<file path="config.mk">
export PLATFORM = sky130hd
export DESIGN_NAME = rsq_reset_event_sequencer
export DESIGN_NICKNAME = d
export VERILOG_FILES = /design/src/core/rsq_pkg.sv /design/src/core/rsq_reset_event_sequencer.sv
export SDC_FILE = /design/constraint.sdc
export NUM_CORES = 1
export LEC_CHECK = 0
export BUFFER_PORTS_ARGS = -buffer_cell sky130_fd_sc_hd__buf_4
export CORE_MARGIN = 2
export CORE_UTILIZATION = 54
export CTS_CLUSTER_DIAMETER = 50
export CTS_CLUSTER_SIZE = 24
export DETAILED_ROUTE_END_ITERATION = 10
export GPL_TIMING_DRIVEN = 1
export PLACE_DENSITY = 0.81
export SLEW_MARGIN = 20
export SYNTH_ARGS = -nofsm -noshare
export SYNTH_HDL_FRONTEND = slang
export SYNTH_SLANG_ARGS = --single-unit
</file>
<file path="constraint.sdc">
create_clock -name clk_sys -period 4 [get_ports clk_sys]
set_clock_uncertainty 0.2 [all_clocks]
set_input_delay 0.2 -clock clk_sys [delete_from_list [all_inputs] [get_ports clk_sys]]
set_output_delay 0.2 -clock clk_sys [all_outputs]
set_load 0.01 [all_outputs]
</file>
<file path="src/core/rsq_pkg.sv">
/*
  Package for the reset event sequencer: register offsets, reset
  values, cycle counts and the phase encoding.
  Assumes a 125 MHz system clock; the timing counts stand for
  16 MHz oscillator cycles and are converted here.
*/
package rsq_pkg;
  // Register byte offsets on the AXI4-Lite slave
  localparam logic [7:0] OFS_FUNC_STATUS = 8'h00;
  localparam logic [7:0] OFS_FUNC_DISABLE = 8'h04;
  localparam logic [7:0] OFS_FUNC_ALT = 8'h08;
  localparam logic [7:0] OFS_FUNC_SHORT = 8'h0C;
  localparam logic [7:0] OFS_FUNC_BIDIR = 8'h10;
  localparam logic [7:0] OFS_DEST_STATUS = 8'h14;
  localparam logic [7:0] OFS_DEST_DISABLE = 8'h18;
  localparam logic [7:0] OFS_DEST_ALT = 8'h1C;
  localparam logic [7:0] OFS_SEQ_STATE = 8'h20;

  localparam logic [31:0] REG_RESET = 32'h0000_0000;
  localparam logic [1:0] RESP_OKAY = 2'b00;
  localparam logic [1:0] RESP_SLVERR = 2'b10;

  // Clock rates in kHz
  localparam int CLK_KHZ = 125000;
  localparam int OSC_KHZ = 16000;

  // Least durations in oscillator cycles, rounded up to system cycles
  localparam int ZERO_OSC = 3;
  localparam int ONE_OSC = 350;
  localparam int TWO_OSC = 8;
  localparam int THREE_OSC = 40;
  localparam int BOOT_SAMPLES = 5;
  localparam int CNT_W = 12;
  localparam logic [CNT_W-1:0] ZERO_CYC =
    CNT_W'((ZERO_OSC * CLK_KHZ + OSC_KHZ - 1) / OSC_KHZ);
  localparam logic [CNT_W-1:0] ONE_CYC =
    CNT_W'((ONE_OSC * CLK_KHZ + OSC_KHZ - 1) / OSC_KHZ);
  localparam logic [CNT_W-1:0] TWO_CYC =
    CNT_W'((TWO_OSC * CLK_KHZ + OSC_KHZ - 1) / OSC_KHZ);
  localparam logic [CNT_W-1:0] THREE_CYC =
    CNT_W'((THREE_OSC * CLK_KHZ + OSC_KHZ - 1) / OSC_KHZ);
  // Boot pin sample period, one oscillator cycle
  localparam logic [3:0] SAMPLE_DIV =
    4'((CLK_KHZ + OSC_KHZ / 2) / OSC_KHZ);

  typedef enum logic [4:0] {
    PH_ZERO = 5'b0_0001,
    PH_ONE = 5'b0_0010,
    PH_TWO = 5'b0_0100,
    PH_THREE = 5'b0_1000,
    PH_IDLE = 5'b1_0000
  } rsq_phase_t;

  // Alternate request outputs
  typedef struct packed {
    logic safeReq;
    logic irqReq;
  } rsq_alt_t;
endpackage

</file>
<file path="src/core/rsq_reset_event_sequencer.sv">
/*
  Reset event sequencer: phases, external reset pin, functional and
  destructive sources, alternate requests, deep sleep entry and boot
  pin capture, with an AXI4-Lite register slave.
  Assumes pins arrive asynchronously; sources, power-on and flash
  status come from logic on clk_sys.
*/
// Function
// - External pin falling edge starts phase one
// - External flag set unless power-on active
// - Disable register writable once per power-on
// - External short bit starts at phase three
// - Drive pin low until phase three ends
// - Each source sets own flag, no priority
// - Each functional source individually disableable
// - Enabled source: phase one, short: three
// - Deep sleep accepted only when idle
// - Phase one counter frozen during deep sleep
// - Deep sleep resets domains, pin untouched
// - Flash-off run mode skips flash waits after deep sleep
// - Disable and alternate bits select event
// - Power-on always gives a reset sequence
// - Alternate request needs source low, flag cleared
// - Alternate requests not tied to sequencing
// - Masked destructive events discarded in phase zero, functional in one
// - Boot pins sampled before pin release
// - Captured one needs oldest three samples one
// - Internal pin drive forces fresh boot sampling
// - Phase one: sources done, 350 cycles
// - Phase two: flash done, 8 cycles
// - Phase three: flash done, 40 cycles
// - Idle releases system, awaits new events
`timescale 1ns/1ps
module rsq_reset_event_sequencer #(
  parameter int NF = 8,
  parameter int ND = 2
) (
  input wire logic clk_sys,
  input wire logic rst_b,
  input wire logic [31:0] s_axi_awaddr,
  input wire logic s_axi_awvalid,
  output logic s_axi_awready,
  input wire logic [31:0] s_axi_wdata,
  input wire logic [3:0] s_axi_wstrb,
  input wire logic s_axi_wvalid,
  output logic s_axi_wready,
  output logic [1:0] s_axi_bresp,
  output logic s_axi_bvalid,
  input wire logic s_axi_bready,
  input wire logic [31:0] s_axi_araddr,
  input wire logic s_axi_arvalid,
  output logic s_axi_arready,
  output logic [31:0] s_axi_rdata,
  output logic [1:0] s_axi_rresp,
  output logic s_axi_rvalid,
  input wire logic s_axi_rready,
  input wire logic extResetIn,
  output logic extResetOut,
  output logic extResetOe,
  input wire logic bootPinLo,
  input wire logic bootPinHi,
  input wire logic powerOnReq,
  input wire logic powerOk,
  input wire logic [NF-1:1] funcSrc,
  input wire logic [ND-1:0] destSrc,
  input wire logic flashInitDone,
  input wire logic flashOffRunMode,
  input wire logic deepSleepReq,
  input wire logic deepSleepExit,
  output logic deepSleepAck,
  output rsq_pkg::rsq_phase_t phase,
  output logic sysReset,
  output logic flashReset,
  output logic domainReset,
  output logic [1:0] bootMode,
  output rsq_pkg::rsq_alt_t altReq
);
  logic [2:0] syncA, syncB;
  logic [1:0] oeHist;
  logic [4:0] histLo, histHi;
  logic [3:0] divCnt;
  logic [NF-1:0] funcPrev, fes, ferd, fear, fess, fbre, altF;
  logic [ND-1:0] destPrev, des, derd, dear, altD;
  logic extPrev, ferdLock, derdLock, sleepHold, flashOff, awHeld, wHeld;
  logic [rsq_pkg::CNT_W-1:0] cnt;
  logic [7:0] awAddr;
  logic [31:0] wData;
  rsq_pkg::rsq_phase_t next_phase;
  // Pin synchronisers; only syncB is read by logic
  always_ff @(posedge clk_sys) begin
    syncA <= {bootPinHi, bootPinLo, extResetIn};
    syncB <= syncA;
    extPrev <= syncB[0];
    oeHist <= {oeHist[0], extResetOe};
  end
  wire extNow = syncB[0];
  wire extRise = extNow & ~extPrev;
  wire inZero = (phase == rsq_pkg::PH_ZERO);
  wire inOne = (phase == rsq_pkg::PH_ONE);
  wire inThree = (phase == rsq_pkg::PH_THREE);
  wire inIdle = (phase == rsq_pkg::PH_IDLE);
  // Own drive is not an external event; bit 0 is the external reset. The
  // mask outlasts the drive by the two synchroniser stages, or our own
  // release would look like a fresh falling edge.
  wire [NF-1:0] funcLvl = {funcSrc, ~extNow & ~extResetOe & ~(|oeHist)};
  wire [NF-1:0] funcEvt = funcLvl & ~funcPrev;
  wire [ND-1:0] destEvt = destSrc & ~destPrev;
  wire [NF-1:0] funcRst = funcEvt & ~ferd;
  wire [ND-1:0] destRst = destEvt & ~derd;
  wire zeroGo = powerOnReq | (|destRst);
  wire longGo = |(funcRst & ~fess) & ~inZero;
  wire shortEvt = |(funcRst & fess) & ~inZero;
  wire shortGo = shortEvt & inIdle;
  wire sleepGo = inIdle & deepSleepReq & ~zeroGo & ~longGo & ~shortGo;
  wire pinSet = zeroGo | (|(funcRst & ~fbre)) | funcRst[0];
  wire flashOk = flashInitDone | flashOff;
  wire oneBusy = |(funcLvl & ~ferd & ~fess);
  wire zeroDone = (cnt >= rsq_pkg::ZERO_CYC - 1'b1);
  wire oneDone = (cnt >= rsq_pkg::ONE_CYC - 1'b1);
  wire twoDone = (cnt >= rsq_pkg::TWO_CYC - 1'b1);
  wire threeDone = (cnt >= rsq_pkg::THREE_CYC - 1'b1);
  always_comb begin
    next_phase = phase;
    case (phase)
      rsq_pkg::PH_ZERO: begin
        if (powerOk && zeroDone && !(|(destSrc & ~derd))) begin
          next_phase = rsq_pkg::PH_ONE;
        end
      end
      rsq_pkg::PH_ONE: begin
        if (!sleepHold && oneDone && !oneBusy) begin
          next_phase = rsq_pkg::PH_TWO;
        end
      end
      rsq_pkg::PH_TWO: begin
        if (flashOk && twoDone) begin
          next_phase = rsq_pkg::PH_THREE;
        end
      end
      rsq_pkg::PH_THREE: begin
        if (flashOk && threeDone) begin
          next_phase = rsq_pkg::PH_IDLE;
        end
      end
      rsq_pkg::PH_IDLE: begin
        if (sleepGo) begin
          next_phase = rsq_pkg::PH_ONE;
        end
      end
      default: begin
        next_phase = rsq_pkg::PH_ZERO;
      end
    endcase
    if (zeroGo) begin
      next_phase = rsq_pkg::PH_ZERO;
    end else if (longGo) begin
      next_phase = rsq_pkg::PH_ONE;
    end else if (shortGo) begin
      next_phase = rsq_pkg::PH_THREE;
    end
  end
  // Restart the count on entry and on each qualifying event
  wire cntClr = (next_phase != phase) | (inZero & zeroGo) | (inOne & longGo)
    | (inThree & shortEvt);
  wire cntSat = (cnt == {rsq_pkg::CNT_W{1'b1}});
  always_ff @(posedge clk_sys) begin
    if (!rst_b) begin
      phase <= rsq_pkg::PH_ZERO;
      cnt <= '0;
      sleepHold <= 1'b0;
      flashOff <= 1'b0;
      extResetOe <= 1'b1;
      deepSleepAck <= 1'b0;
    end else begin
      phase <= next_phase;
      if (cntClr) begin
        cnt <= '0;
      end else if (!cntSat && !sleepHold) begin
        cnt <= cnt + 1'b1;
      end
      if (zeroGo || longGo || shortGo) begin
        sleepHold <= 1'b0;
      end else if (sleepGo) begin
        sleepHold <= 1'b1;
      end else if (deepSleepExit) begin
        sleepHold <= 1'b0;
      end
      if (zeroGo || longGo) begin
        flashOff <= 1'b0;
      end else if (sleepGo) begin
        flashOff <= flashOffRunMode;
      end
      // Deep sleep entry never touches the pin
      if (pinSet) begin
        extResetOe <= 1'b1;
      end else if (inThree && next_phase == rsq_pkg::PH_IDLE) begin
        extResetOe <= 1'b0;
      end
      deepSleepAck <= sleepGo;
    end
  end
  // Registered decodes of the next phase and the deep sleep state
  always_ff @(posedge clk_sys) begin
    if (!rst_b) begin
      sysReset <= 1'b1;
      flashReset <= 1'b1;
      domainReset <= 1'b0;
      extResetOut <= 1'b0;
    end else begin
      sysReset <= (next_phase != rsq_pkg::PH_IDLE);
      flashReset <= (next_phase == rsq_pkg::PH_ZERO) | (next_phase == rsq_pkg::PH_ONE)
        | (flashOff & ~zeroGo & ~longGo) | (sleepGo & flashOffRunMode);
      domainReset <= (sleepHold | sleepGo) & ~zeroGo & ~longGo & ~shortGo;
      extResetOut <= 1'b0;
    end
  end
  // Boot pin history on an oscillator-rate tick
  wire sampleTick = (divCnt == rsq_pkg::SAMPLE_DIV - 1'b1);
  always_ff @(posedge clk_sys) begin
    if (!rst_b) begin
      divCnt <= '0;
      histLo <= '0;
      histHi <= '0;
      bootMode <= 2'b00;
    end else begin
      divCnt <= sampleTick ? 4'h0 : divCnt + 1'b1;
      if (sampleTick) begin
        histLo <= {histLo[3:0], syncB[1]};
        histHi <= {histHi[3:0], syncB[2]};
      end
      // Every pin release recaptures, including after our own drive
      if (extRise) begin
        bootMode <= {&histHi[4:2], &histLo[4:2]};
      end
    end
  end
  // Flags set by the source level and held until cleared, blocked during power-on
  wire [NF-1:0] fesSet = powerOnReq ? '0 : funcLvl;
  wire [ND-1:0] desSet = powerOnReq ? '0 : destSrc;
  // Alternate request hold: set by a masked source, held until both the
  // source and the flag are gone. Masked functional arrivals in phase one and
  // masked destructive arrivals in phase zero are discarded.
  wire [NF-1:0] next_altF = ferd & ((funcLvl & ~{NF{inOne}})
    | (altF & (funcLvl | fes)));
  wire [ND-1:0] next_altD = derd & ((destSrc & ~{ND{inZero}})
    | (altD & (destSrc | des)));
  always_ff @(posedge clk_sys) begin
    if (!rst_b) begin
      funcPrev <= '0;
      destPrev <= '0;
      altF <= '0;
      altD <= '0;
      altReq <= '0;
    end else begin
      funcPrev <= funcLvl;
      destPrev <= destSrc;
      altF <= next_altF;
      altD <= next_altD;
      // Raised from the held terms alone, which drop masked arrivals in phase one (functional) and zero (destructive)
      altReq.safeReq <= |(next_altF & ~fear) | (|(next_altD & ~dear));
      altReq.irqReq <= |(next_altF & fear) | (|(next_altD & dear));
    end
  end
  // AXI4-Lite write path: address and data taken in either order
  wire awTake = s_axi_awvalid & s_axi_awready;
  wire wTake = s_axi_wvalid & s_axi_wready;
  wire doWrite = awHeld & wHeld & ~s_axi_bvalid;
  wire wrLane = s_axi_wstrb[0];
  wire [31:0] wClr = wrLane ? wData : 32'h0000_0000;
  wire wrFes = doWrite & (awAddr == rsq_pkg::OFS_FUNC_STATUS);
  wire wrFerd = doWrite & (awAddr == rsq_pkg::OFS_FUNC_DISABLE) & wrLane;
  wire wrFear = doWrite & (awAddr == rsq_pkg::OFS_FUNC_ALT) & wrLane;
  wire wrFess = doWrite & (awAddr == rsq_pkg::OFS_FUNC_SHORT) & wrLane;
  wire wrFbre = doWrite & (awAddr == rsq_pkg::OFS_FUNC_BIDIR) & wrLane;
  wire wrDes = doWrite & (awAddr == rsq_pkg::OFS_DEST_STATUS);
  wire wrDerd = doWrite & (awAddr == rsq_pkg::OFS_DEST_DISABLE) & wrLane;
  wire wrDear = doWrite & (awAddr == rsq_pkg::OFS_DEST_ALT) & wrLane;
  wire wrHit = (awAddr[7:2] <= rsq_pkg::OFS_SEQ_STATE[7:2]) & (awAddr[1:0] == 2'b00);
  always_ff @(posedge clk_sys) begin
    if (!rst_b) begin
      s_axi_awready <= 1'b1;
      s_axi_wready <= 1'b1;
      s_axi_bvalid <= 1'b0;
      s_axi_bresp <= rsq_pkg::RESP_OKAY;
      awHeld <= 1'b0;
      wHeld <= 1'b0;
      awAddr <= '0;
      wData <= rsq_pkg::REG_RESET;
    end else begin
      if (awTake) begin
        awAddr <= s_axi_awaddr[7:0];
        awHeld <= 1'b1;
        s_axi_awready <= 1'b0;
      end
      if (wTake) begin
        wData <= s_axi_wdata;
        wHeld <= 1'b1;
        s_axi_wready <= 1'b0;
      end
      if (doWrite) begin
        awHeld <= 1'b0;
        wHeld <= 1'b0;
        s_axi_bvalid <= 1'b1;
        s_axi_bresp <= wrHit ? rsq_pkg::RESP_OKAY : rsq_pkg::RESP_SLVERR;
      end
      if (s_axi_bvalid && s_axi_bready) begin
        s_axi_bvalid <= 1'b0;
        s_axi_awready <= 1'b1;
        s_axi_wready <= 1'b1;
      end
    end
  end
  // Register file; status bits are write-one-to-clear and a new set wins
  always_ff @(posedge clk_sys) begin
    if (!rst_b) begin
      fes <= '0;
      des <= '0;
      ferd <= '0;
      derd <= '0;
      fear <= '0;
      dear <= '0;
      fess <= '0;
      fbre <= '0;
      ferdLock <= 1'b0;
      derdLock <= 1'b0;
    end else begin
      fes <= (fes & ~(wrFes ? wClr[NF-1:0] : '0)) | fesSet;
      des <= (des & ~(wrDes ? wClr[ND-1:0] : '0)) | desSet;
      // Disable registers lock after one write until the next power-on
      if (powerOnReq) begin
        ferdLock <= 1'b0;
        derdLock <= 1'b0;
      end else begin
        if (wrFerd && !ferdLock) begin
          ferd <= wData[NF-1:0];
          ferdLock <= 1'b1;
        end
        if (wrDerd && !derdLock) begin
          derd <= wData[ND-1:0];
          derdLock <= 1'b1;
        end
      end
      if (wrFear) begin
        fear <= wData[NF-1:0];
      end
      if (wrDear) begin
        dear <= wData[ND-1:0];
      end
      if (wrFess) begin
        fess <= wData[NF-1:0];
      end
      if (wrFbre) begin
        fbre <= wData[NF-1:0];
      end
    end
  end
  // Read path
  wire arTake = s_axi_arvalid & s_axi_arready;
  wire [7:0] rAddr = s_axi_araddr[7:0];
  wire [31:0] seqState = {21'h0, bootMode, extResetOe, sleepHold,
    ferdLock, derdLock, phase};
  wire rdHit = (rAddr[7:2] <= rsq_pkg::OFS_SEQ_STATE[7:2]) & (rAddr[1:0] == 2'b00);
  wire [31:0] rdMux =
    (rAddr == rsq_pkg::OFS_FUNC_STATUS) ? 32'(fes) :
    (rAddr == rsq_pkg::OFS_FUNC_DISABLE) ? 32'(ferd) :
    (rAddr == rsq_pkg::OFS_FUNC_ALT) ? 32'(fear) :
    (rAddr == rsq_pkg::OFS_FUNC_SHORT) ? 32'(fess) :
    (rAddr == rsq_pkg::OFS_FUNC_BIDIR) ? 32'(fbre) :
    (rAddr == rsq_pkg::OFS_DEST_STATUS) ? 32'(des) :
    (rAddr == rsq_pkg::OFS_DEST_DISABLE) ? 32'(derd) :
    (rAddr == rsq_pkg::OFS_DEST_ALT) ? 32'(dear) :
    (rAddr == rsq_pkg::OFS_SEQ_STATE) ? seqState : 32'h0000_0000;
  always_ff @(posedge clk_sys) begin
    if (!rst_b) begin
      s_axi_arready <= 1'b1;
      s_axi_rvalid <= 1'b0;
      s_axi_rdata <= rsq_pkg::REG_RESET;
      s_axi_rresp <= rsq_pkg::RESP_OKAY;
    end else begin
      if (arTake) begin
        s_axi_arready <= 1'b0;
        s_axi_rvalid <= 1'b1;
        s_axi_rdata <= rdMux;
        s_axi_rresp <= rdHit ? rsq_pkg::RESP_OKAY : rsq_pkg::RESP_SLVERR;
      end else if (s_axi_rvalid && s_axi_rready) begin
        s_axi_rvalid <= 1'b0;
        s_axi_arready <= 1'b1;
      end
    end
  end
endmodule

</file>
Yosys cells after proc, flatten, opt, wreduce, memory -nomap -nowiden
Cells that the tools add are included.
W data, S select, Z words.
{"block": "totals", "wordCells": 264, "register_bits": 178, "output_inout_bits": 56, "input_bits": 125}
{"block": "classes", "add_sub_neg": 2, "reduce_logical": 49, "bitwise_logic": 104, "order_cmp": 6, "eq_ne": 27, "mux": 31}
{"op": "$and A8 B8 Y8", "n": 13}
{"op": "$mux W11", "n": 9}
{"op": "$eq A8 B5 Y1 const B", "n": 8}
{"op": "$not A8 Y8", "n": 7}
{"op": "$reduce_or A8 Y1", "n": 6}
{"op": "$and A1 B1 Y1", "n": 40}
{"op": "$mux W5", "n": 8}
{"op": "$eq A8 B4 Y1 const B", "n": 4}
{"op": "$reduce_or A2 Y1", "n": 13}
{"op": "$pmux W5 S5", "n": 1}
{"op": "$mux W8", "n": 3}
{"op": "$or A8 B8 Y8", "n": 3}
{"op": "$and A2 B2 Y2", "n": 9}
{"op": "$eq A8 B3 Y1 const B", "n": 2}
{"op": "$logic_not A8 Y1", "n": 2}
{"op": "$or A1 B1 Y1", "n": 13}
{"op": "$add A12 B1 Y12 const B", "n": 1}
{"op": "$eq A12 B12 Y1 const B", "n": 1}
{"op": "$ge A12 B12 Y1 const B", "n": 1}
{"op": "$ge A12 B5 Y1 const B", "n": 1}
{"op": "$ge A12 B6 Y1 const B", "n": 1}
{"op": "$ge A12 B9 Y1 const B", "n": 1}
{"op": "$le A6 B4 Y1 const B", "n": 2}
{"op": "$logic_and A1 B1 Y1", "n": 12}
{"op": "21 further kinds", "n": 58}

Logic depth before layout (Yosys ltp)
{"block": "logic_depth", "word_depth": 21, "depth_mapped": 11, "depth_no_buf": 9}

Worst setup path before layout
OpenSTA, ideal clock, no wires.
{"block": "synth_path", "kind": "flip-flop to flip-flop", "from": "register extResetOe", "to": "register cnt[10] (netlist name)", "setup_ns": 0.089, "path_slack_ns": 1.008, "path_buffers": 2, "arrival_ns": 2.703, "stages_incl_launch_ff": 10, "period_less_slack_ns": 2.992, "required_time_ns": 3.711, "path_cell_list": "dfxtp_1 -> or4_4 -> o311a_1 -> o2111ai_2 -> a221oi_2 -> or4_1 -> buf_2 -> o31a_1 -> buf_6 -> nor4_2"}
{"block": "synth_between", "elab_chain_cells": 21}
{"item": "start, declared", "line_no": "rsq_reset_event_sequencer.sv:59", "rtl": "output logic extResetOe,"}
{"item": "start signal, assigned", "line_no": "rsq_reset_event_sequencer.sv:172", "rtl": "extResetOe <= 1'b1;"}
{"item": "start signal, assigned", "line_no": "rsq_reset_event_sequencer.sv:195", "rtl": "extResetOe <= 1'b1;"}
{"item": "start signal, assigned", "line_no": "rsq_reset_event_sequencer.sv:197", "rtl": "extResetOe <= 1'b0;"}
{"item": "$not A1 Y1 *", "line_no": "rsq_reset_event_sequencer.sv:105", "rtl": "wire [NF-1:0] funcLvl = {funcSrc, ~extNow & ~extResetOe & ~(|oeHist)};"}
{"item": "$and A1 B1 Y1 * (2 in series)", "line_no": "rsq_reset_event_sequencer.sv:105"}
{"item": "$and A8 B8 Y8", "line_no": "rsq_reset_event_sequencer.sv:106", "rtl": "wire [NF-1:0] funcEvt = funcLvl & ~funcPrev;"}
{"item": "$and A8 B8 Y8", "line_no": "rsq_reset_event_sequencer.sv:108", "rtl": "wire [NF-1:0] funcRst = funcEvt & ~ferd;"}
{"item": "$and A8 B8 Y8 (on tied branches)", "line_no": "rsq_reset_event_sequencer.sv:111, rsq_reset_event_sequencer.sv:112"}
{"item": "$reduce_or A8 Y1 (on tied branches)", "line_no": "rsq_reset_event_sequencer.sv:111, rsq_reset_event_sequencer.sv:112"}
{"item": "$and A1 B1 Y1 (on tied branches)", "line_no": "rsq_reset_event_sequencer.sv:111, rsq_reset_event_sequencer.sv:112"}
{"item": "$not A1 Y1 / $and A1 B1 Y1 (equally long branches)", "line_no": "rsq_reset_event_sequencer.sv:114, rsq_reset_event_sequencer.sv:113"}
{"item": "(+3 left out)"}
{"item": "$pmux W5 S5", "line_no": "rsq_reset_event_sequencer.sv:124", "rtl": "case (phase)"}
{"item": "$mux W5", "line_no": "rsq_reset_event_sequencer.sv:158", "rtl": "end else if (shortGo) begin"}
{"item": "$mux W5", "line_no": "rsq_reset_event_sequencer.sv:156", "rtl": "end else if (longGo) begin"}
{"item": "$mux W5", "line_no": "rsq_reset_event_sequencer.sv:154", "rtl": "if (zeroGo) begin"}
{"item": "$ne A5 B5 Y1", "line_no": "rsq_reset_event_sequencer.sv:163", "rtl": "wire cntClr = (next_phase != phase) | (inZero & zeroGo) | (inOne & longGo)"}
{"item": "$or A1 B1 Y1 (2 in series)", "line_no": "rsq_reset_event_sequencer.sv:163"}
{"item": "$or A1 B1 Y1 *", "line_no": "rsq_reset_event_sequencer.sv:164", "rtl": "| (inThree & shortEvt);"}
{"item": "$reduce_or A2 Y1 (no source line) *"}
{"item": "end signal, assigned", "line_no": "rsq_reset_event_sequencer.sv:179", "rtl": "cnt <= cnt + 1'b1;"}
{"item": "end, declared", "line_no": "rsq_reset_event_sequencer.sv:85", "rtl": "logic [rsq_pkg::CNT_W-1:0] cnt;"}
Every way passes the cells marked *; elsewhere a longest branch is shown, timed or not.
A chain may end at the register's enable or synchronous reset.

Worst setup path after layout
{"block": "layout_path", "from": "register phase[3]", "to": "register cnt[3] (netlist name)"}
{"block": "layout_between", "elab_chain_cells": 16}
{"item": "start, declared", "line_no": "rsq_reset_event_sequencer.sv:71", "rtl": "output rsq_pkg::rsq_phase_t phase,"}
{"item": "start signal, assigned", "line_no": "rsq_reset_event_sequencer.sv:168", "rtl": "phase <= rsq_pkg::PH_ZERO;"}
{"item": "start signal, assigned", "line_no": "rsq_reset_event_sequencer.sv:175", "rtl": "phase <= next_phase;"}
{"item": "$eq A5 B1 Y1", "line_no": "rsq_reset_event_sequencer.sv:98, rsq_reset_event_sequencer.sv:124"}
{"item": "$not A1 Y1", "line_no": "rsq_reset_event_sequencer.sv:111, rsq_reset_event_sequencer.sv:112"}
{"item": "$and A1 B1 Y1 (on tied branches)", "line_no": "rsq_reset_event_sequencer.sv:111, rsq_reset_event_sequencer.sv:112"}
{"item": "$not A1 Y1 / $and A1 B1 Y1 (equally long branches)", "line_no": "rsq_reset_event_sequencer.sv:114, rsq_reset_event_sequencer.sv:113"}
{"item": "$and A1 B1 Y1 / $not A1 Y1 (equally long branches)", "line_no": "rsq_reset_event_sequencer.sv:114", "rtl": "wire sleepGo = inIdle & deepSleepReq & ~zeroGo & ~longGo & ~shortGo;"}
{"item": "$and A1 B1 Y1", "line_no": "rsq_reset_event_sequencer.sv:114"}
{"item": "$mux W5", "line_no": "rsq_reset_event_sequencer.sv:146", "rtl": "if (sleepGo) begin"}
{"item": "$pmux W5 S5", "line_no": "rsq_reset_event_sequencer.sv:124"}
{"item": "$mux W5", "line_no": "rsq_reset_event_sequencer.sv:158"}
{"item": "$mux W5", "line_no": "rsq_reset_event_sequencer.sv:156"}
{"item": "$mux W5", "line_no": "rsq_reset_event_sequencer.sv:154"}
{"item": "$ne A5 B5 Y1", "line_no": "rsq_reset_event_sequencer.sv:163"}
{"item": "$or A1 B1 Y1 (2 in series)", "line_no": "rsq_reset_event_sequencer.sv:163"}
{"item": "$or A1 B1 Y1 *", "line_no": "rsq_reset_event_sequencer.sv:164"}
{"item": "$reduce_or A2 Y1 (no source line) *"}
Marked as above.

==> impl_metrics.yaml <==
sta:
  max_freq_ghz: 0.286
  grt_setup_unrepaired: "no"
  setup_viol: 0
  min_period_ps: 3490
  slew_headroom: 0.347
  setup_ws_ps: 507
  hold_viol: 0
  slew_violations: 0
  fin_tns_setup_ps: 0
  tightest_slew_ps: 978
  period_share: 0.873
grt:
  track_usage: 0.285
  grtUsageMet2: 0.476
  grt_max_degree: 55
  grt_pass1_wl_um: 32300
  grt-ovfl-total: 0
  grt_util_met3: 0.0693
  grt_pass1_vias: 6435
  top_usage_layer: "met2"
  grt_util_met1: 0.358
  antenna_found_initial: 0
placement:
  dp_hpwl_um: 13700
  portBuffers: 81
  place_area_um2: 8000
  place_ws_ps: 602
  gp_congestion: 0.920
logic_synthesis:
  synthTopCellsByArea: "dfxtp_1 42%, mux2i_1 5.6%, nor2_1 4.2%, a21oi_1 4.0%, nand2_1 3.9%"
  synth_top_area_frac: 0.423
  synth_common_cells: "155 x dfxtp_1, 82 x nor2_1, 77 x nand2_1"
  yosys_warnings: 0
  yosysMostFrequentCell: "dfxtp_1"
  yosysTopAreaCell: "dfxtp_1"
  synth_flop_cell: "dfxtp_1"
  avgSynthCellArea_um2: 8.66
  synth_edf_count: 0
  async_reset_ff_frac: 0
  syn_inst: 847
  syn_area_um2: 7340
  ys_ff_latch: 155
  ys_seq_area_frac: 0.423
  synthDistinctLibCells: 68
clock_network:
  cts_setup_buffers: 0
  clock-sinks: 155
  htreeDepth: 4
  clkSlewWorstSetupHoldPaths_ps: 60
  cts-buffers-inserted: 17
  cts-resized-gates: 0
  cts.path.max_buffers: 2
  clock_latency_ps: 430
  root_buffer: "clkbuf_16"
  cts_tree: "built"
run:
  max_cap_violations: 0
floorplanning:
  dieHeight_um: 121
  rows: 42
  die_area_um2: 14500
  start_util: 0.554
  io_pins: 181
  die_w_um: 121
  core_area_um2: 13200
pwr:
  vdd_drop_max_mv: 0.345
  power_per_cell_area_nw_per_um2: 390
  leakagePower_nw: 3.51
  totalPowerFinal_mw: 3.53
detailed_routing:
  dr.pass1.iters: 7
  ant_nets: 0
  wl_um: 20400
  route.detailed.drc: 0
  routedWlPerCell_um: 17.7
  vias: 6808
  drt_iter0_drc: 639
  avgViaCountPerCell: 5.92
finish:
  final_area_um2: 9060
  insertedDiodeCount: 0
  nets: 1089
  drive_gt1_frac: 0.156
  layout-area-overhead-vs-synth_pct: 23.5
worst_setup_path:
  critPathRequiredTime_ps: 4130
  r2r_setup_slack_ps: 510
  crit_type: "register to register"
  endpoint_kind: "register"
  crit_fanout: 12
  arrival_ps: 3630
  start_kind: "register"
outcome:
  status: "finished clean"
min_path:
  worst_hold_path_type: "input pin to register"
[flip-flops by register name (all words and copies together) (netlist names), 3 cells and up]
signal and count:
phase 5, altF 8, histHi 5, syncB 3, wData 8, fess 8, divCnt 4, fbre 8
awAddr 8, funcPrev 8, fear 8, histLo 5, ferd 8, syncA 3, s_axi_rdata 11, cnt 12
fes 8
[power breakdown]
group | switching, mW | total [mW] | internal, mW
Clock | 0.632 | 1.63 | 1.00
Sequential | 0.0391 | 1.62 | 1.58
Combinational | 0.144 | 0.277 | 0.132
Total | 0.815 | 3.53 | 2.72
[critical path, cell delays in order (launching register included)]
cell	delay, ps
dfxtp_1	470
nor3_2	410
nor3b_1	600
nor4_2	180
o21a_1	160
or4_1	610
o31a_1	290
buf_4	200
nor4_2	290
[final timing paths]
check                                      end  cells after the start             from
worst max-delay path                    cnt[3]                      8         phase[3]
worst min-delay path            s_axi_rresp[1]                      5  s_axi_araddr[5]
worst max register to register          cnt[3]                      8         phase[3]
worst min register to register        syncB[2]                      0         syncA[2]
[stage by stage]
step | hold WS (ps) | cells | util
2_1_floorplan | 27.7 | 870 | -
3_3_place_gp | 105 | 1072 | 0.604
3_5_place_dp | 105 | 1072 | 0.604
4_1_cts | 119 | 1150 | 0.684
5_1_grt | 131 | 1150 | 0.684
6_report | 124 | 1150 | 0.684
[cell type report]
cell class	count	area [um^2]
clock buffer	23	458
inverter	25	93.8
tap	176	220
clock inverter	9	138
sequential	155	3100
multi-input combinational	623	3880
fill	1057	4180
timing repair buffer	139	1170
[metal layers]
| layer | routed length, um | vias to the layer above |
|---|---|---|
| li1 | - | 3251 |
| met1 | 8590 | 3239 |
| met2 | 9910 | 286 |
| met3 | 1430 | 32 |
| met4 | 423 | 0 |
| met5 | 0 | - |
[cell families (layout without fill, tap and decap cells)]
logic type,after synthesis,after routing,share of synthesized area
DFF,155,155,0.423
other,1,24,0.000511
and+or+nand+nor,350,350,0.262
xor gates and xnor gates,14,14,0.0167
muxes,46,46,0.0636
AOI/OAI and AO/OA,186,186,0.168
buffers and inverters,92,196,0.0605
adders and majority gates,3,3,0.00512
[placed cells by master (no fill, tap or decap), drive strengths merged, types with 6 or more instances in the layout]
master	n
nand2b	19
dfxtp	155
conb	24
a21boi	12
a32oi	7
nor4b	9
nor4bb	8
nand4	6
a21oi	59
mux2i	41
or4	7
inv	26
nor2	82
o21ai	36
nand3	32
nand3b	8
nor4	24
nor3b	13
nor2b	6
a221oi	6
a31oi	11
a21bo	6
buf	93
and2	17
clkbuf	23
or3	6
xnor2	9
nand2	77
dlygate4sd3	46
nor3	20
[what timing repair did]
item                       CTS  global route
hold endpoints to repair    52             0
hold buffers                46             0
setup endpoints to repair    0             0
Power figures use the tool's default switching activity.
